### config.mk
export PLATFORM = sky130hd
export DESIGN_NAME = sfm_config_top
export DESIGN_NICKNAME = d
export VERILOG_FILES = /design/src/common/sfm_pkg.sv /design/src/common/sfm_cfg_if.sv /design/src/sfm_config_top.sv /design/src/sfm_sync_detect.sv /design/src/sfm_tx_header.sv
export SDC_FILE = /design/constraint.sdc
export NUM_CORES = 1
export LEC_CHECK = 0
export BUFFER_PORTS_ARGS = -buffer_cell sky130_fd_sc_hd__buf_4
export CELL_PAD_IN_SITES_DETAIL_PLACEMENT = 1
export CELL_PAD_IN_SITES_GLOBAL_PLACEMENT = 1
export CORE_MARGIN = 2
export CORE_UTILIZATION = 25
export CTS_CLUSTER_DIAMETER = 100
export DETAILED_ROUTE_END_ITERATION = 7
export PLACE_DENSITY_LB_ADDON = 0.3
export SLEW_MARGIN = 20
export SYNTH_ARGS = -nofsm -noshare
export SYNTH_HDL_FRONTEND = slang
export SYNTH_HIERARCHICAL = 1
export SYNTH_SLANG_ARGS = --single-unit
### constraint.sdc
create_clock -name mclk -period 8.1 [get_ports mclk]
set_clock_uncertainty 0.05 [all_clocks]
set_input_delay 0 -clock mclk [delete_from_list [all_inputs] [get_ports mclk]]
set_output_delay 0 -clock mclk [all_outputs]
set_load 0.02 [all_outputs]
### src/common/sfm_pkg.sv
// Behaviour
// - sync modes 000 and 100 send no sync word and search none
// - modes 001, 010, 101, 110 send and detect one 16-bit sync word
// - modes 001/101 accept 15 of 16 matching bits; 010/110 need all 16
// - modes 011/111 send the word twice; receive accepts 30 of 32 bits
// - modes 100 to 111 also need carrier sense above threshold
// - three-bit sync mode field is read/write and resets to 010
// - error correction enable resets to 0; 1 turns payload coding on
// - preamble code 0..7 gives 2,3,4,6,8,12,16,24 bytes; resets to 010
// - spacing is (256 + mantissa) shifted by exponent; resets 0xf8 and 10
// - unsigned spacing times channel number is added to base frequency
package sfm_pkg;
    localparam logic [15:0] SYNC_MODE_IDX = 16'hdf0e;
    localparam logic [15:0] PFE_IDX       = 16'hdf0f;
    localparam logic [15:0] MANT_IDX      = 16'hdf10;
    localparam logic [15:0] SYNC_HI_IDX   = 16'hdf00;
    localparam logic [15:0] SYNC_LO_IDX   = 16'hdf01;
    localparam logic [15:0] CHANNEL_NUMBER_IDX      = 16'hdf0a;
    localparam logic [15:0] STATUS_IDX    = 16'hdf20;

    localparam int FEC_BIT = 7;
    localparam int PRE_LSB = 4;
    localparam int EXP_LSB = 0;
    localparam int ST_SEEN_BIT = 0;
    localparam int ST_BUSY_BIT = 1;

    localparam logic [2:0] SYNC_MODE_RST = 3'h2;
    localparam logic       FEC_RST       = 1'b0;
    localparam logic [2:0] PRE_RST       = 3'h2;
    localparam logic [1:0] EXP_RST       = 2'h2;
    localparam logic [7:0] MANT_RST      = 8'hf8;
    localparam logic [7:0] SYNC_HI_RST   = 8'hd3;
    localparam logic [7:0] SYNC_LO_RST   = 8'h91;
    localparam logic [7:0] CHANNEL_NUMBER_RST      = 8'h00;

    localparam logic [7:0]  PREAMBLE_BYTE = 8'haa;
    localparam logic [11:0] SPACING_BASE  = 12'h100;
    localparam logic [5:0]  HITS16_LOOSE  = 6'h0f;
    localparam logic [5:0]  HITS16_FULL   = 6'h10;
    localparam logic [5:0]  HITS32_MIN    = 6'h1e;

    // number of sync words sent per frame for a sync mode
    function automatic logic [1:0] sfm_sync_words(input logic [2:0] m);
        case (m[1:0])
            2'h0:    return 2'h0;
            2'h3:    return 2'h2;
            default: return 2'h1;
        endcase
    endfunction

    function automatic logic [4:0] sfm_preamble_bytes(input logic [2:0] c);
        case (c)
            3'h0:    return 5'h02;
            3'h1:    return 5'h03;
            3'h2:    return 5'h04;
            3'h3:    return 5'h06;
            3'h4:    return 5'h08;
            3'h5:    return 5'h0c;
            3'h6:    return 5'h10;
            default: return 5'h18;
        endcase
    endfunction
endpackage

### src/common/sfm_cfg_if.sv
`timescale 1ns/10ps
interface sfm_cfg_if;
    logic [2:0]  sync_mode;
    logic [2:0]  preamble_code;
    logic [15:0] sync_word;
    modport src  (output sync_mode, output preamble_code, output sync_word);
    modport sink (input sync_mode, input preamble_code, input sync_word);
endinterface // sfm_cfg_if

### src/sfm_config_top.sv
`timescale 1ns/10ps
module sfm_config_top
    import sfm_pkg::*;
#(
    parameter int ADDR_W = 16
)(
    input  wire logic              mclk,
    input  wire logic              rst,
    input  wire logic [ADDR_W-1:0] avs_address,
    input  wire logic              avs_read,
    input  wire logic              avs_write,
    input  wire logic [31:0]       avs_writedata,
    output logic [31:0]            avs_readdata,
    output logic                   avs_waitrequest,
    input  wire logic              rx_bit,
    input  wire logic              rx_bit_valid,
    input  wire logic              carrier_sense,
    output logic                   sync_found,
    input  wire logic              tx_start,
    output logic [7:0]             tx_byte,
    output logic                   tx_byte_valid,
    input  wire logic              tx_byte_ready,
    output logic                   tx_busy,
    output logic                   payload_fec_on,
    input  wire logic [23:0]       base_freq_word,
    output logic [11:0]            channel_spacing_word,
    output logic [27:0]            oper_freq_word
);
    generate
        if (ADDR_W < 16) begin : g_bad_addr
            $error("ADDR_W must be at least 16");
        end
    endgenerate

    logic [2:0]  sync_mode_reg;
    logic        fec_reg;
    logic [2:0]  pre_reg;
    logic [1:0]  exp_reg;
    logic [7:0]  mant_reg;
    logic [7:0]  sync_hi_reg;
    logic [7:0]  sync_lo_reg;
    logic [7:0]  channel_number_reg;
    logic        seen_reg;
    logic        ack_reg;
    logic [31:0] rdata_reg;
    logic [11:0] spacing_reg;
    logic [27:0] oper_reg;
    logic        fec_out_reg;
    logic        req;
    logic        wr_en;
    logic [15:0] idx;
    logic        sync_pulse;
    logic        wr_mode;
    logic        wr_pfe;
    logic        wr_mant;
    logic        wr_hi;
    logic        wr_lo;
    logic        wr_channel_number;
    logic        wr_stat;

    sfm_cfg_if cfg_bus ();

    assign cfg_bus.sync_mode     = sync_mode_reg;
    assign cfg_bus.preamble_code = pre_reg;
    assign cfg_bus.sync_word     = {sync_hi_reg, sync_lo_reg};

    sfm_sync_detect u_detect (
        .mclk          (mclk),
        .rst           (rst),
        .cfg           (cfg_bus.sink),
        .rx_bit        (rx_bit),
        .rx_bit_valid  (rx_bit_valid),
        .carrier_sense (carrier_sense),
        .sync_found    (sync_pulse)
    );

    sfm_tx_header u_txhdr (
        .mclk       (mclk),
        .rst        (rst),
        .cfg        (cfg_bus.sink),
        .start      (tx_start),
        .byte_data  (tx_byte),
        .byte_valid (tx_byte_valid),
        .byte_ready (tx_byte_ready),
        .busy       (tx_busy)
    );

    assign sync_found = sync_pulse;

    // bus: every access costs one wait cycle, answered on the second edge
    assign req             = avs_read || avs_write;
    assign avs_waitrequest = req && !ack_reg;
    assign wr_en           = avs_write && ack_reg;
    assign idx             = avs_address[15:0];
    assign avs_readdata    = rdata_reg;

    // one write strobe per mapped register, shared by logic and checks
    assign wr_mode = wr_en && (idx == SYNC_MODE_IDX);
    assign wr_pfe  = wr_en && (idx == PFE_IDX);
    assign wr_mant = wr_en && (idx == MANT_IDX);
    assign wr_hi   = wr_en && (idx == SYNC_HI_IDX);
    assign wr_lo   = wr_en && (idx == SYNC_LO_IDX);
    assign wr_channel_number = wr_en && (idx == CHANNEL_NUMBER_IDX);
    assign wr_stat = wr_en && (idx == STATUS_IDX);

    function automatic logic [7:0] reg_view(
        input logic [15:0] a,
        input logic [2:0]  sm,
        input logic        fe,
        input logic [2:0]  pc,
        input logic [1:0]  ex,
        input logic [7:0]  ma,
        input logic [7:0]  hi,
        input logic [7:0]  lo,
        input logic [7:0]  ch,
        input logic        se,
        input logic        bu
    );
        case (a)
            SYNC_MODE_IDX: return {5'h00, sm};
            PFE_IDX:       return {fe, pc, 2'b00, ex};
            MANT_IDX:      return ma;
            SYNC_HI_IDX:   return hi;
            SYNC_LO_IDX:   return lo;
            CHANNEL_NUMBER_IDX:      return ch;
            STATUS_IDX:    return {6'h00, bu, se};
            default:       return 8'h00;
        endcase
    endfunction

    always_ff @(posedge mclk) begin
        if (rst)
            ack_reg <= 1'b0;
        else
            ack_reg <= req && !ack_reg;
    end

    always_ff @(posedge mclk) begin
        if (rst)
            rdata_reg <= 32'h0000_0000;
        else if (avs_read && !ack_reg)
            rdata_reg <= {24'h000000, reg_view(idx, sync_mode_reg, fec_reg,
                pre_reg, exp_reg, mant_reg, sync_hi_reg, sync_lo_reg,
                channel_number_reg, seen_reg, tx_busy)};
    end

    always_ff @(posedge mclk) begin
        if (rst) begin
            sync_mode_reg <= SYNC_MODE_RST;
        end else if (wr_mode) begin
            sync_mode_reg <= avs_writedata[2:0];
        end
    end

    // reserved bits 3:2 have no storage, so writes to them vanish
    always_ff @(posedge mclk) begin
        if (rst) begin
            fec_reg <= FEC_RST;
            pre_reg <= PRE_RST;
            exp_reg <= EXP_RST;
        end else if (wr_pfe) begin
            fec_reg <= avs_writedata[FEC_BIT];
            pre_reg <= avs_writedata[PRE_LSB +: 3];
            exp_reg <= avs_writedata[EXP_LSB +: 2];
        end
    end

    always_ff @(posedge mclk) begin
        if (rst)
            mant_reg <= MANT_RST;
        else if (wr_mant)
            mant_reg <= avs_writedata[7:0];
    end

    always_ff @(posedge mclk) begin
        if (rst) begin
            sync_hi_reg <= SYNC_HI_RST;
            sync_lo_reg <= SYNC_LO_RST;
        end else begin
            if (wr_hi)
                sync_hi_reg <= avs_writedata[7:0];
            if (wr_lo)
                sync_lo_reg <= avs_writedata[7:0];
        end
    end

    always_ff @(posedge mclk) begin
        if (rst)
            channel_number_reg <= CHANNEL_NUMBER_RST;
        else if (wr_channel_number)
            channel_number_reg <= avs_writedata[7:0];
    end

    // sticky sync flag: a new sync in the clearing cycle keeps it set
    always_ff @(posedge mclk) begin
        if (rst)
            seen_reg <= 1'b0;
        else if (sync_pulse)
            seen_reg <= 1'b1;
        else if (wr_stat && avs_writedata[ST_SEEN_BIT])
            seen_reg <= 1'b0;
    end

    // payload coder sits outside; this only steers it
    always_ff @(posedge mclk) begin
        if (rst)
            fec_out_reg <= FEC_RST;
        else
            fec_out_reg <= fec_reg;
    end

    assign payload_fec_on = fec_out_reg;

    // spacing in crystal/2^18 units; exponent at most 3 so 12 bits suffice
    always_ff @(posedge mclk) begin
        if (rst)
            spacing_reg <= (SPACING_BASE + {4'h0, MANT_RST}) << EXP_RST;
        else
            spacing_reg <= (SPACING_BASE + {4'h0, mant_reg}) << exp_reg;
    end

    assign channel_spacing_word = spacing_reg;

    // base word is in crystal/2^16 units, so it moves up two places
    always_ff @(posedge mclk) begin
        if (rst)
            oper_reg <= 28'h000_0000;
        else
            oper_reg <= {2'b00, base_freq_word, 2'b00}
                      + {8'h00, 20'(spacing_reg) * 20'(channel_number_reg)};
    end

    assign oper_freq_word = oper_reg;

    a_wait_first: assert property (@(posedge mclk) disable iff (rst)
        (req && !$past(req)) |-> avs_waitrequest)
        else $error("no wait on a fresh request");
    a_answer_next: assert property (@(posedge mclk) disable iff (rst)
        (req && avs_waitrequest) ##1 $stable(avs_address) && req |-> !avs_waitrequest)
        else $error("answer late");
    a_mode_reset: assert property (@(posedge mclk)
        $past(rst) |-> sync_mode_reg == 3'h2 && pre_reg == 3'h2)
        else $error("mode or preamble reset wrong");
    a_fec_follow: assert property (@(posedge mclk) disable iff (rst)
        (wr_en && idx == PFE_IDX) |=> ##1 payload_fec_on == $past(avs_writedata[7], 2))
        else $error("coding enable did not follow write");
    a_spacing_val: assert property (@(posedge mclk) disable iff (rst)
        $stable(mant_reg) && $stable(exp_reg) |=>
            spacing_reg == (12'h100 + {4'h0, $past(mant_reg)}) << $past(exp_reg))
        else $error("spacing formula wrong");
    a_oper_sum: assert property (@(posedge mclk) disable iff (rst)
        1'b1 |=> oper_reg == {2'b00, $past(base_freq_word), 2'b00}
                 + {8'h00, 20'($past(spacing_reg)) * 20'($past(channel_number_reg))})
        else $error("operating frequency wrong");
    a_rsv_zero: assert property (@(posedge mclk) disable iff (rst)
        (avs_read && !ack_reg && idx == PFE_IDX) |=> rdata_reg[3:2] == 2'b00)
        else $error("reserved bits read nonzero");
    a_seen_sticky: assert property (@(posedge mclk) disable iff (rst)
        sync_pulse |=> seen_reg)
        else $error("sync event lost");

    // register file: reset values, writes landing, mantissa holding otherwise
    a_fec_reset: assert property (@(posedge mclk)
        $past(rst) |->
            fec_reg == FEC_RST && payload_fec_on == FEC_RST)
        else $error("coding enable reset wrong");
    a_spacing_reset: assert property (@(posedge mclk)
        $past(rst) |->
            exp_reg == 2'h2 && mant_reg == 8'hf8)
        else $error("spacing reset wrong");
    a_channel_number_reset: assert property (@(posedge mclk)
        $past(rst) |->
            channel_number_reg == CHANNEL_NUMBER_RST && !seen_reg)
        else $error("channel or status reset wrong");
    a_mode_write: assert property (@(posedge mclk) disable iff (rst)
        wr_mode |=>
            sync_mode_reg == $past(avs_writedata[2:0]))
        else $error("sync mode write lost");
    a_fec_write: assert property (@(posedge mclk) disable iff (rst)
        wr_pfe |=>
            fec_reg == $past(avs_writedata[7]))
        else $error("coding enable write lost");
    a_pre_write: assert property (@(posedge mclk) disable iff (rst)
        wr_pfe |=>
            pre_reg == $past(avs_writedata[6:4]))
        else $error("preamble write lost");
    a_exp_write: assert property (@(posedge mclk) disable iff (rst)
        wr_pfe |=>
            exp_reg == $past(avs_writedata[1:0]))
        else $error("exponent write lost");
    a_mant_write: assert property (@(posedge mclk) disable iff (rst)
        wr_mant |=>
            mant_reg == $past(avs_writedata[7:0]))
        else $error("mantissa write lost");
    a_channel_number_write: assert property (@(posedge mclk) disable iff (rst)
        wr_channel_number |=>
            channel_number_reg == $past(avs_writedata[7:0]))
        else $error("channel write lost");
    a_seen_clear: assert property (@(posedge mclk) disable iff (rst)
        (wr_stat && avs_writedata[0] && !sync_pulse) |=>
            !seen_reg)
        else $error("sync flag not cleared");
    a_mant_hold: assert property (@(posedge mclk) disable iff (rst)
        !wr_mant |=>
            $stable(mant_reg))
        else $error("mantissa changed unwritten");
endmodule // sfm_config_top

### src/sfm_sync_detect.sv
`timescale 1ns/10ps
module sfm_sync_detect
    import sfm_pkg::*;
(
    input  wire logic mclk,
    input  wire logic rst,
    sfm_cfg_if.sink   cfg,
    input  wire logic rx_bit,
    input  wire logic rx_bit_valid,
    input  wire logic carrier_sense,
    output logic      sync_found
);
    logic [31:0] shift_reg;
    logic [31:0] shift_next;
    logic [5:0]  fill_reg;
    logic [5:0]  hits16;
    logic [5:0]  hits32;
    logic        hit;
    logic        qualified;
    logic        found_reg;

    function automatic logic [5:0] popcnt(input logic [31:0] v);
        logic [5:0] n;
        n = 6'h00;
        for (int i = 0; i < 32; i++) begin
            n = n + {5'h00, v[i]};
        end
        return n;
    endfunction

    assign shift_next = {shift_reg[30:0], rx_bit};

    always_comb begin
        hits16 = popcnt({16'h0000, ~(shift_next[15:0] ^ cfg.sync_word)});
        hits32 = popcnt(~(shift_next ^ {cfg.sync_word, cfg.sync_word}));
        case (cfg.sync_mode[1:0])
            2'h1:    hit = (fill_reg >= 6'h0f) && (hits16 >= HITS16_LOOSE);
            2'h2:    hit = (fill_reg >= 6'h0f) && (hits16 == HITS16_FULL);
            2'h3:    hit = (fill_reg >= 6'h1f) && (hits32 >= HITS32_MIN);
            default: hit = 1'b0;
        endcase
        qualified = hit && (!cfg.sync_mode[2] || carrier_sense);
    end

    // search restarts after each hit so one sync word gives one pulse
    always_ff @(posedge mclk) begin
        if (rst) begin
            shift_reg <= 32'h0000_0000;
            fill_reg  <= 6'h00;
        end else if (rx_bit_valid) begin
            shift_reg <= shift_next;
            if (qualified)
                fill_reg <= 6'h00;
            else if (fill_reg != 6'h20)
                fill_reg <= fill_reg + 6'h01;
        end
    end

    always_ff @(posedge mclk) begin
        if (rst)
            found_reg <= 1'b0;
        else
            found_reg <= rx_bit_valid && qualified;
    end

    assign sync_found = found_reg;

    a_no_sync_search: assert property (@(posedge mclk) disable iff (rst)
        (cfg.sync_mode[1:0] == 2'h0) |=> !sync_found)
        else $error("sync found while sync is off");
    a_cs_gates_sync: assert property (@(posedge mclk) disable iff (rst)
        sync_found |-> $past(!cfg.sync_mode[2] || carrier_sense))
        else $error("sync found without carrier sense");
    a_full_match16: assert property (@(posedge mclk) disable iff (rst)
        (sync_found && $past(cfg.sync_mode[1:0]) == 2'h2) |-> $past(hits16) == 6'h10)
        else $error("16/16 mode took a partial match");
    a_loose_match32: assert property (@(posedge mclk) disable iff (rst)
        (sync_found && $past(cfg.sync_mode[1:0]) == 2'h3) |-> $past(hits32) >= 6'h1e)
        else $error("32-bit sync with under 30 hits");
endmodule // sfm_sync_detect

### src/sfm_tx_header.sv
`timescale 1ns/10ps
module sfm_tx_header
    import sfm_pkg::*;
(
    input  wire logic       mclk,
    input  wire logic       rst,
    sfm_cfg_if.sink         cfg,
    input  wire logic       start,
    output logic [7:0]      byte_data,
    output logic            byte_valid,
    input  wire logic       byte_ready,
    output logic            busy
);
    typedef enum logic [2:0] {
        TX_IDLE = 3'b001,
        TX_PRE  = 3'b010,
        TX_SYNC = 3'b100
    } sfm_tx_state_t;

    sfm_tx_state_t state_reg;
    logic [4:0]    cnt_reg;
    logic [7:0]    data_reg;
    logic [15:0]   word_reg;
    logic [1:0]    words_reg;
    logic          hs;

    assign hs         = byte_valid && byte_ready;
    assign byte_valid = (state_reg != TX_IDLE);
    assign busy       = byte_valid;
    assign byte_data  = data_reg;

    // mode and word are latched at start so a mid-frame write cannot tear it
    always_ff @(posedge mclk) begin
        if (rst) begin
            state_reg <= TX_IDLE;
            cnt_reg   <= 5'h00;
            data_reg  <= 8'h00;
            word_reg  <= 16'h0000;
            words_reg <= 2'h0;
        end else begin
            case (state_reg)
                TX_IDLE: begin
                    if (start) begin
                        state_reg <= TX_PRE;
                        cnt_reg   <= sfm_preamble_bytes(cfg.preamble_code);
                        data_reg  <= PREAMBLE_BYTE;
                        word_reg  <= cfg.sync_word;
                        words_reg <= sfm_sync_words(cfg.sync_mode);
                    end
                end
                TX_PRE: begin
                    if (hs) begin
                        if (cnt_reg != 5'h01) begin
                            cnt_reg <= cnt_reg - 5'h01;
                        end else if (words_reg == 2'h0) begin
                            state_reg <= TX_IDLE;
                        end else begin
                            state_reg <= TX_SYNC;
                            cnt_reg   <= {2'h0, words_reg, 1'b0};
                            data_reg  <= word_reg[15:8];
                        end
                    end
                end
                TX_SYNC: begin
                    if (hs) begin
                        cnt_reg  <= cnt_reg - 5'h01;
                        data_reg <= cnt_reg[0] ? word_reg[15:8] : word_reg[7:0];
                        if (cnt_reg == 5'h01)
                            state_reg <= TX_IDLE;
                    end
                end
                default: state_reg <= TX_IDLE;
            endcase
        end
    end

    a_pre_count: assert property (@(posedge mclk) disable iff (rst)
        (state_reg == TX_IDLE && start) |=>
            cnt_reg == sfm_preamble_bytes($past(cfg.preamble_code)))
        else $error("preamble count not loaded from code");
    a_no_sync_tx: assert property (@(posedge mclk) disable iff (rst)
        (state_reg == TX_PRE && words_reg == 2'h0) |=> state_reg != TX_SYNC)
        else $error("sync sent while sync is off");
    a_sync_len: assert property (@(posedge mclk) disable iff (rst)
        (state_reg == TX_IDLE && start && cfg.sync_mode[1:0] == 2'h3) |=> words_reg == 2'h2)
        else $error("repeated sync not chosen");
    a_sync_entry: assert property (@(posedge mclk) disable iff (rst)
        (state_reg == TX_PRE && hs && cnt_reg == 5'h01 && words_reg != 2'h0)
            |=> state_reg == TX_SYNC && cnt_reg == {2'h0, $past(words_reg), 1'b0})
        else $error("sync length wrong");
endmodule // sfm_tx_header

After elaboration in Yosys (flattened, before gate mapping). Cells that the tools add are included.

Equal/unequal tests: 31. Reductions and logical operators: 32. Muxes and demuxes: 28. Magnitude comparators: 4. Bitwise logic cells: 4. Add/sub/neg operators: 50. Shift operators: 1. $mul: 1.

Operators by type and width (number): $add A6 B1 Y6 (44); $eq A16 B16 Y1 const B (7); $pmux W8 S7 (1); $mux W8 (6); $pmux W5 S7 (1); $not A32 Y32 (1); $xor A32 B32 Y32 (1); $add A26 B20 Y27 (1); $mux W5 (5); $pmux W8 S3 (1); $mul A12 B8 Y20 (1); $mux W3 (6); $logic_and A1 B1 Y1 (17); $not A16 Y16 (1); $xor A16 B16 Y16 (1); $pmux W5 S3 (1); $eq A3 B3 Y1 const B (4); $ge A6 B4 Y1 const B (2); $ge A6 B5 Y1 const B (2); $mux W6 (2); $shl A10 B2 Y12 (1); $add A9 B8 Y10 const A (1); $reduce_and A5 Y1 (2); $eq A3 B2 Y1 const B (3); 26 further kinds (39).

Bits of input ports: 81. Register bits: 164.

Logic depth before layout (Yosys ltp). Gate-level depths: netlist of run 1.

Depth after elaboration: 39. Depth in mapped cells: 18.

Hierarchy. Netlist of run 1, hierarchy kept.

Modules (own cells, without submodules): sfm_config_top (cells an instance 837, times used 1, area an instance 7458.4 µm²); sfm_sync_detect (cells an instance 300, times used 1, area an instance 2926.6 µm²); sfm_tx_header (cells an instance 219, times used 1, area an instance 1793.0 µm²).

Worst setup path before layout of run 1. Ideal clock, no wire load.

Kind: reg-to-reg. From: register sync_hi_reg[1]. To: register u_detect.fill_reg[0]. Path slack: 2.799 ns. Stages on the path, launching flop included: 18. Data arrival time: 5.121 ns. Period minus slack after synthesis: 5.301 ns. Buffers on the path: 0. Cell sequence: dfxtp_1 xor2_1 fa_1 fa_1 fa_1 fa_1 fa_1 fa_1 inv_1 ha_1 inv_1 fa_1 nor2b_1 nor3_1 o2111ai_1 o31a_1 a21oi_2 nor3_1.

Cells in the longest elaborated chain, start to end: 31. Elaborated cells on any way between the ends: 45. Classes of those cells: add/sub: 30; order compare: 2; eq/ne: 1; mux: 2; bitwise: 4; reduce/logical: 6.

RTL lines: start, declared (line sfm_config_top.sv:40) `logic [7:0] sync_hi_reg;`; start signal, assigned (line sfm_config_top.sv:181) `sync_hi_reg <= avs_writedata[7:0];`; $xor A32 B32 Y32 (line sfm_sync_detect.sv:35) `hits32 = popcnt(~(shift_next ^ {cfg.sync_word, cfg.sync_word}));`; $not A32 Y32 (line sfm_sync_detect.sv:35); $add A6 B1 Y6 (23 in series) (line sfm_sync_detect.sv:26) `n = n + {5'h00, v[i]};`; $ge A6 B5 Y1 (line sfm_sync_detect.sv:39) `2'h3: hit = (fill_reg >= 6'h1f) && (hits32 >= HITS32_MIN);`; $logic_and A1 B1 Y1 (line sfm_sync_detect.sv:39); $pmux W1 S3 (*) (line sfm_sync_detect.sv:36) `case (cfg.sync_mode[1:0])`; $logic_and A1 B1 Y1 (*) (line sfm_sync_detect.sv:42) `qualified = hit && (!cfg.sync_mode[2] || carrier_sense);`; $reduce_bool A2 Y1 (no line); $reduce_and A2 Y1 (no line); end signal, assigned (line sfm_sync_detect.sv:55) `fill_reg <= fill_reg + 6'h01;`; end, declared (line sfm_sync_detect.sv:15) `logic [5:0] fill_reg;`.

Mark *: on every way between the ends. The rest lies on a longest branch, timed or not. A chain may end at the register's enable or synchronous reset.

Worst setup path in the final report of run 1.
From: register sync_hi_reg[3]. To: register u_detect.fill_reg[0].

Cells in the longest elaborated chain, start to end: 29. Elaborated cells on any way between the ends: 41. Classes of those cells: add/sub: 26; order compare: 2; eq/ne: 1; mux: 2; bitwise: 4; reduce/logical: 6.

RTL lines (line): $xor A32 B32 Y32 (sfm_sync_detect.sv:35); $not A32 Y32 (sfm_sync_detect.sv:35); $add A6 B1 Y6 (21 in series) (sfm_sync_detect.sv:26); $ge A6 B5 Y1 (sfm_sync_detect.sv:39); $logic_and A1 B1 Y1 (sfm_sync_detect.sv:39); $pmux W1 S3 (*) (sfm_sync_detect.sv:36); $logic_and A1 B1 Y1 (*) (sfm_sync_detect.sv:42); $reduce_bool A2 Y1 (no line); $reduce_and A2 Y1 (no line).

Marks and branches as above.

==> reports/metrics.csv, run 1 <==
metric,value,unit
slowest_stage,dfxtp_1,
synth_edf_count,0,
grt_pass1_vias,10200,
crit_top_cell,fa_1,
cap_viol_max_count,0,
routed_wl,35.5,mm
clkPwrFrac,43.0,%
critPathCaptureType,register,
largest_reg_flops,31,
p_seq_share,40.6,%
yosysWarnings,6,
cts_tree,done,
grt_usage,14.7,%
core-area,47900,µm²
min_period,5.92,ns
final-setup-viol-count,0,
cts.clk_slew.worst_paths,0.08,ns
yosys.cell_types.count,88,
path_depth,17,
max-vdd-ir-drop,0.138,mV
synthArstFlopShare,0,%
pre_cts_ws,2.12,ns
drt_drc_violations_left,0,
post-route-worst-setup-slack,2.18,ns
fin_crit_sh,73.1,%
die_area,50500,µm²
io_pins,166,
reg2reg_from,sync_hi_reg[3],
start_util,25.4,%
cp.required,8.39,ns
crit_buf_inv,2,
nets,1715,
hold_end,u_detect/shift_reg[13],
via_count,9621,
grt-ovfl-total,0,
setup_tns,0,ns
seqCellArea,3260,µm²
crit_chain,xor2_1 -> fa_1 -> fa_1 -> fa_1 -> fa_1 -> fa_1 -> fa_1 -> inv_1 -> ha_1 -> inv_1 -> fa_1 -> nor2b_1 -> nor3_1 -> o2111ai_1 -> o31a_1 -> a21oi_2 -> nor3_1,
postCtsHoldBufs,24,
antenna_found_initial,0,
num_rows,80,
drtIter0Drc,393,
min_path_type,in -> reg,
hold_depth,3,
power.leakage,6.53,nW
placedCellCount,2037,
r2r-end,u_detect/fill_reg[0],
die_x,225,µm
syn_area_per_cell,8.98,µm²
cts_buffer_depth,2,
grt_max_degree,88,
hp-start,rx_bit_valid,
cts_setup_buffers,0,
post-dp-hpwl,27.0,mm
r2r_slack,2.18,ns
postRouteAntennaNets,0,
grt_first_pass_wirelength,56.9,mm
slew-limit-headroom,33.9,%
htree_levels,4,
cts_root_buf,clkbuf_16,
final_cell_mix,"inv_1 (174), dfxtp_1 (163), nand2_1 (134), buf_4 (119), nor2_1 (117)",
drt-vias-per-instance,4.60,
status,"complete, no violations",
layout.cells.non_filler,2093,
wl_per_cell,17.0,µm
synth-seq-area-share,26.8,%
diodes,0,
die_h,225,µm
final_layout_size_suffix_gt1_share,12.7,%
cts_resized,0,
insertion_delay,0.48,ns
critPathKind,reg -> reg,
fillers,5572,
power_density,143,nW/µm²
cp.arrival,6.21,ns
netlist_instances,1356,
cts_buffers,17,
sw_frac_of_total,30.4,%
max_freq,169,MHz
final-hold-violation-count,0,
p_int,0.00143,W
place_congestion,0.777,
ys.flop_type,dfxtp_1,
multi_input_area,7940,µm²
ys_ff_latch,163,
final_common_cell,inv_1,
cts_sinks,163,
p_switching,0.000623,W
synth_area,12200,µm²
rsz0062_at_grt,no,
cpPeakStageDelay,0.58,ns
io_buffers,116,
worst_slew_pin_slew,0.991,ns
slew_violations,0,
drt_pass1_iterations,4,
path_max_fanout,5,
syn_to_final_growth,18.0,%
ff2ff_path_depth,17,
crit_family,adder cells,
start_kind,register,
p_comb_share,16.4,%
-- metal layers --
| metal | global-route usage [%] | wire, µm | vias to the layer above | part of all wire [%] |
|---|---|---|---|---|
| met5 | 0 | 0 | - | 0 |
| met4 | 5.15 | 768 | 0 | 2.2 |
| met3 | 2.73 | 924 | 43 | 2.6 |
| met2 | 25.0 | 17600 | 117 | 49 |
| met1 | 18.5 | 16200 | 4821 | 46 |
| li1 | - | - | 4640 | - |
-- cell usage after synthesis (5+ instances only) --
cell | n | area, µm²
nor2b_1 | 27 | 169
nand4_1 | 7 | 43.8
o31ai_1 | 5 | 37.5
o211ai_1 | 8 | 60.1
inv_1 | 174 | 653
o21ai_0 | 28 | 140
nand3_1 | 12 | 60.1
xnor2_1 | 14 | 123
and2_1 | 66 | 413
o21a_1 | 5 | 37.5
nor2_1 | 117 | 439
nor3_1 | 18 | 90.1
o22ai_1 | 5 | 31.3
mux2i_1 | 74 | 741
fa_1 | 108 | 2160
mux2_2 | 6 | 67.6
a21oi_1 | 50 | 250
ha_1 | 61 | 763
buf_1 | 9 | 33.8
dfxtp_1 | 163 | 3260
nand2b_1 | 10 | 62.6
a22oi_1 | 9 | 67.6
nand2_1 | 134 | 503
a22o_1 | 12 | 105
clkbuf_1 | 31 | 116
buf_2 | 7 | 35.0
xor2_1 | 34 | 298
a222oi_1 | 5 | 50.1
buf_4 | 29 | 218
a31oi_1 | 7 | 43.8
a211oi_1 | 21 | 158
nor3b_1 | 6 | 45.0
a21o_1 | 11 | 82.6
-- logic make-up (layout without fill, tap and decap cells) --
kind of cell / count (synthesis) / after routing / share of synthesized area, %
AOI/OAI and AO/OA: 199 / 199 / 11.4
xor gates and xnor gates: 48 / 48 / 3.45
adders and majority gates: 169 / 169 / 24.0
buffers and inverters: 251 / 349 / 8.76
DFF: 163 / 163 / 26.8
muxes: 82 / 82 / 7.01
other: 1 / 25 / 0.0308
and+or+nand+nor: 443 / 443 / 18.6
-- power by group through the flow --
| stage | Combinational (W) | Clock, W | Sequential, W |
|---|---|---|---|
| floorplan | 0.000228 | 0 | 0.000855 |
| global placement | 0.000319 | 0 | 0.000850 |
| detailed placement | 0.000328 | 0 | 0.000850 |
| CTS | 0.000339 | 0.000915 | 0.000832 |
| global route | 0.000374 | 0.000944 | 0.000834 |
| finish | 0.000336 | 0.000881 | 0.000832 |
-- final cells by class --
cell class,count,share of cell area (%)
clock inverter,15,1.33
tap,615,5.35
timing repair buffer,143,7.89
clock buffer,17,2.96
inverter,174,4.54
sequential,163,22.7
multi-input combinational,966,55.2
-- worst max-delay path by stage --
stage | start | end | slack [ns]
after detailed placement | sync_hi_reg[3] | u_detect/fill_reg[0] | 2.12
final | sync_hi_reg[3] | u_detect/fill_reg[0] | 2.18
after global placement | sync_hi_reg[3] | u_detect/fill_reg[1] | 2.24
after global routing | channel_number_reg[1] | oper_freq_word[26] | 1.92
after CTS | sync_hi_reg[3] | u_detect/fill_reg[0] | 2.11
after floorplan | sync_hi_reg[1] | u_detect/fill_reg[0] | 2.80
-- worst reg2reg max path, delay by kind of cell, from the launching register on --
kind / cells / cell delay, ns
fa+ha+maj: 8 / 3.58
simple gates: 3 / 0.37
flops: 1 / 0.58
buf+inv: 2 / 0.16
compound gates: 3 / 0.79
xor+xnor: 1 / 0.24
-- through the flow --
stage          area, µm²  hold WS [ns]  power, W  utilization, %
3_5_place_dp       13500         0.238   0.00118            28.2
3_3_place_gp       13500         0.228   0.00117            28.2
4_1_cts            14400       0.00540   0.00209            30.0
2_1_floorplan      12300        0.0679   0.00108               -
6_report           14400        0.0485   0.00205            30.0
5_1_grt            14400        0.0519   0.00215            30.0
(Power assumes the default switching activity.)
==> inputs of run 2 (changes only) <==
clock period = 5.5 ns   (was 8.1 ns; I/O delays follow)
==> run 2 against run 1 <==
  * Register-to-register slack lost 2.1 ns
  * Count of clock-buffer cells in the layout up 3
  * First-iteration DRC count decreased by 4.3%
  * Hold slack got worse by 0.018 ns
  * Cell area increased by 1.6%
  * Critical path depth unchanged
  * Die area stayed put
  * Sequential power up 47%
  * Critical endpoint is now u_detect/fill_reg[1]
  * Largest cell class unchanged
  * Largest power group is now sequential cells
  * Highest routed layer unchanged
==> reports/metrics.csv, run 2 (synthesis gave the netlist of run 1 again) <==
metric,value,unit
via_count,9769,
post-dp-hpwl,28.5,mm
crit_buf_inv,2,
die_area,50500,µm²
io_pins,166,
cap_viol_max_count,0,
p_int,0.00204,W
grt_usage,14.8,%
cts_sinks,163,
grt_first_pass_wirelength,57.5,mm
hold_ws,0.0309,ns
slew-limit-headroom,39.1,%
p_switching,0.000841,W
place_congestion,0.817,
io_buffers,116,
critPathCaptureType,register,
status,"complete, no violations",
grt_pass1_vias,10200,
critPathKind,reg -> reg,
final-hold-violation-count,0,
max_freq,184,MHz
nets,1745,
cp.arrival,5.72,ns
crit_family,adder cells,
cts_buffer_depth,2,
grt-ovfl-total,0,
final-setup-viol-count,0,
largest_reg_flops,31,
cts_buffers,17,
rsz0062_at_grt,yes,
fin_crit_sh,98.8,%
htree_levels,4,
path_max_fanout,4,
p_seq_share,42.5,%
cts.clk_slew.worst_paths,0.07,ns
setup_tns,0,ns
cts_root_buf,clkbuf_16,
die_x,225,µm
drtIter0Drc,376,
antenna_found_initial,0,
cpPeakStageDelay,0.58,ns
insertion_delay,0.47,ns
slew_violations,0,
core-area,47900,µm²
power.leakage,6.64,nW
start_util,25.4,%
clkPwrFrac,40.4,%
diodes,0,
final_layout_size_suffix_gt1_share,15.6,%
sw_frac_of_total,29.2,%
grt_max_degree,63,
syn_to_final_growth,20.0,%
num_rows,80,
max-vdd-ir-drop,0.216,mV
postRouteAntennaNets,0,
crit_chain,xor2_2 -> fa_1 -> fa_1 -> fa_1 -> fa_1 -> fa_1 -> fa_1 -> inv_1 -> ha_2 -> inv_2 -> fa_2 -> nor2b_1 -> nor3_1 -> o2111ai_1 -> o31a_1 -> a21oi_2 -> nor3_1,
min_period,5.43,ns
cp.required,5.78,ns
min_path_type,in -> reg,
drt-vias-per-instance,4.61,
cts_tree,done,
p_comb_share,17.2,%
drt_drc_violations_left,0,
start_kind,register,
slowest_stage,fa_1,
routed_wl,36.2,mm
drt_pass1_iterations,4,
final_cell_mix,"inv_1 (172), dfxtp_1 (154), buf_4 (150), nand2_1 (134), nor2_1 (117)",
power_density,197,nW/µm²
wl_per_cell,17.1,µm
worst_slew_pin_slew,0.911,ns
final_common_cell,inv_1,
crit_top_cell,fa_1,
die_h,225,µm
[run 2: layout make-up]
cell class	count	area, µm²
Fill cell	5581	33300
Multi-Input combinational cell	966	8010
Sequential cell	163	3280
Timing Repair Buffer	173	1360
Tap cell	615	769
Inverter	174	653
Clock buffer	20	447
Clock inverter	10	101
[run 2: routing by layer]
| metal | global-route usage, % | share of wire [%] |
|---|---|---|
| met2 | 25.6 | 50 |
| met1 | 18.7 | 45 |
| met4 | 4.85 | 1.9 |
| met3 | 2.43 | 2.7 |
| met5 | 0 | 0 |
[run 2: power by group through the flow]
stage          combinational, W  sequential (W)  clock, W
4_1_cts                0.000499         0.00122   0.00122
3_5_place_dp           0.000481         0.00125         0
2_1_floorplan          0.000336         0.00126         0
5_1_grt                0.000556         0.00123   0.00126
6_report               0.000495         0.00122   0.00116
3_3_place_gp           0.000466         0.00125         0
[run 2: repair_timing]
item	CTS	global route
setup buffers	1	1
endpoints found under the hold margin	68	0
gates resized for setup	10	12
setup endpoints to repair	7	9
hold buffers	23	0
pin swaps	5	3
[run 2: final timing paths]
kind / endpoint / startpoint / cells past startpoint / slack [ns]
max reg2reg: u_detect/fill_reg[1] / sync_hi_reg[3] / 17 / 0.07
min reg2reg: u_txhdr/word_reg[5] / u_txhdr/word_reg[5] / 2 / 0.41
max: u_detect/fill_reg[1] / sync_hi_reg[3] / 17 / 0.07
min: channel_number_reg[0] / avs_address[2] / 4 / 0.03
[run 2: through the flow]
| step | total power, W | std cells | utilization (%) | cell area, µm² | setup slack (ns) |
|---|---|---|---|---|---|
| after detailed placement | 0.00173 | 2066 | 28.6 | 13700 | -0.169 |
| final | 0.00288 | 2121 | 30.5 | 14600 | 0.0654 |
| after global placement | 0.00172 | 2066 | 28.6 | 13700 | -0.0734 |
| after floorplan | 0.00160 | 1380 | - | 12300 | 0.199 |
| after global routing | 0.00304 | 2121 | 30.5 | 14600 | -0.167 |
| after CTS | 0.00294 | 2120 | 30.4 | 14600 | 0.00925 |
[run 2: worst register-to-register path: cells and delay by family, from the launching register on]
family                   cells  cell delay, ns
adder cells (fa/ha/maj)      8            3.52
AO/OA/AOI/OAI                3            0.68
flip-flops                   1            0.38
AND/OR/NAND/NOR              3            0.37
XOR/XNOR                     1            0.19
buffers and inverters        2            0.11
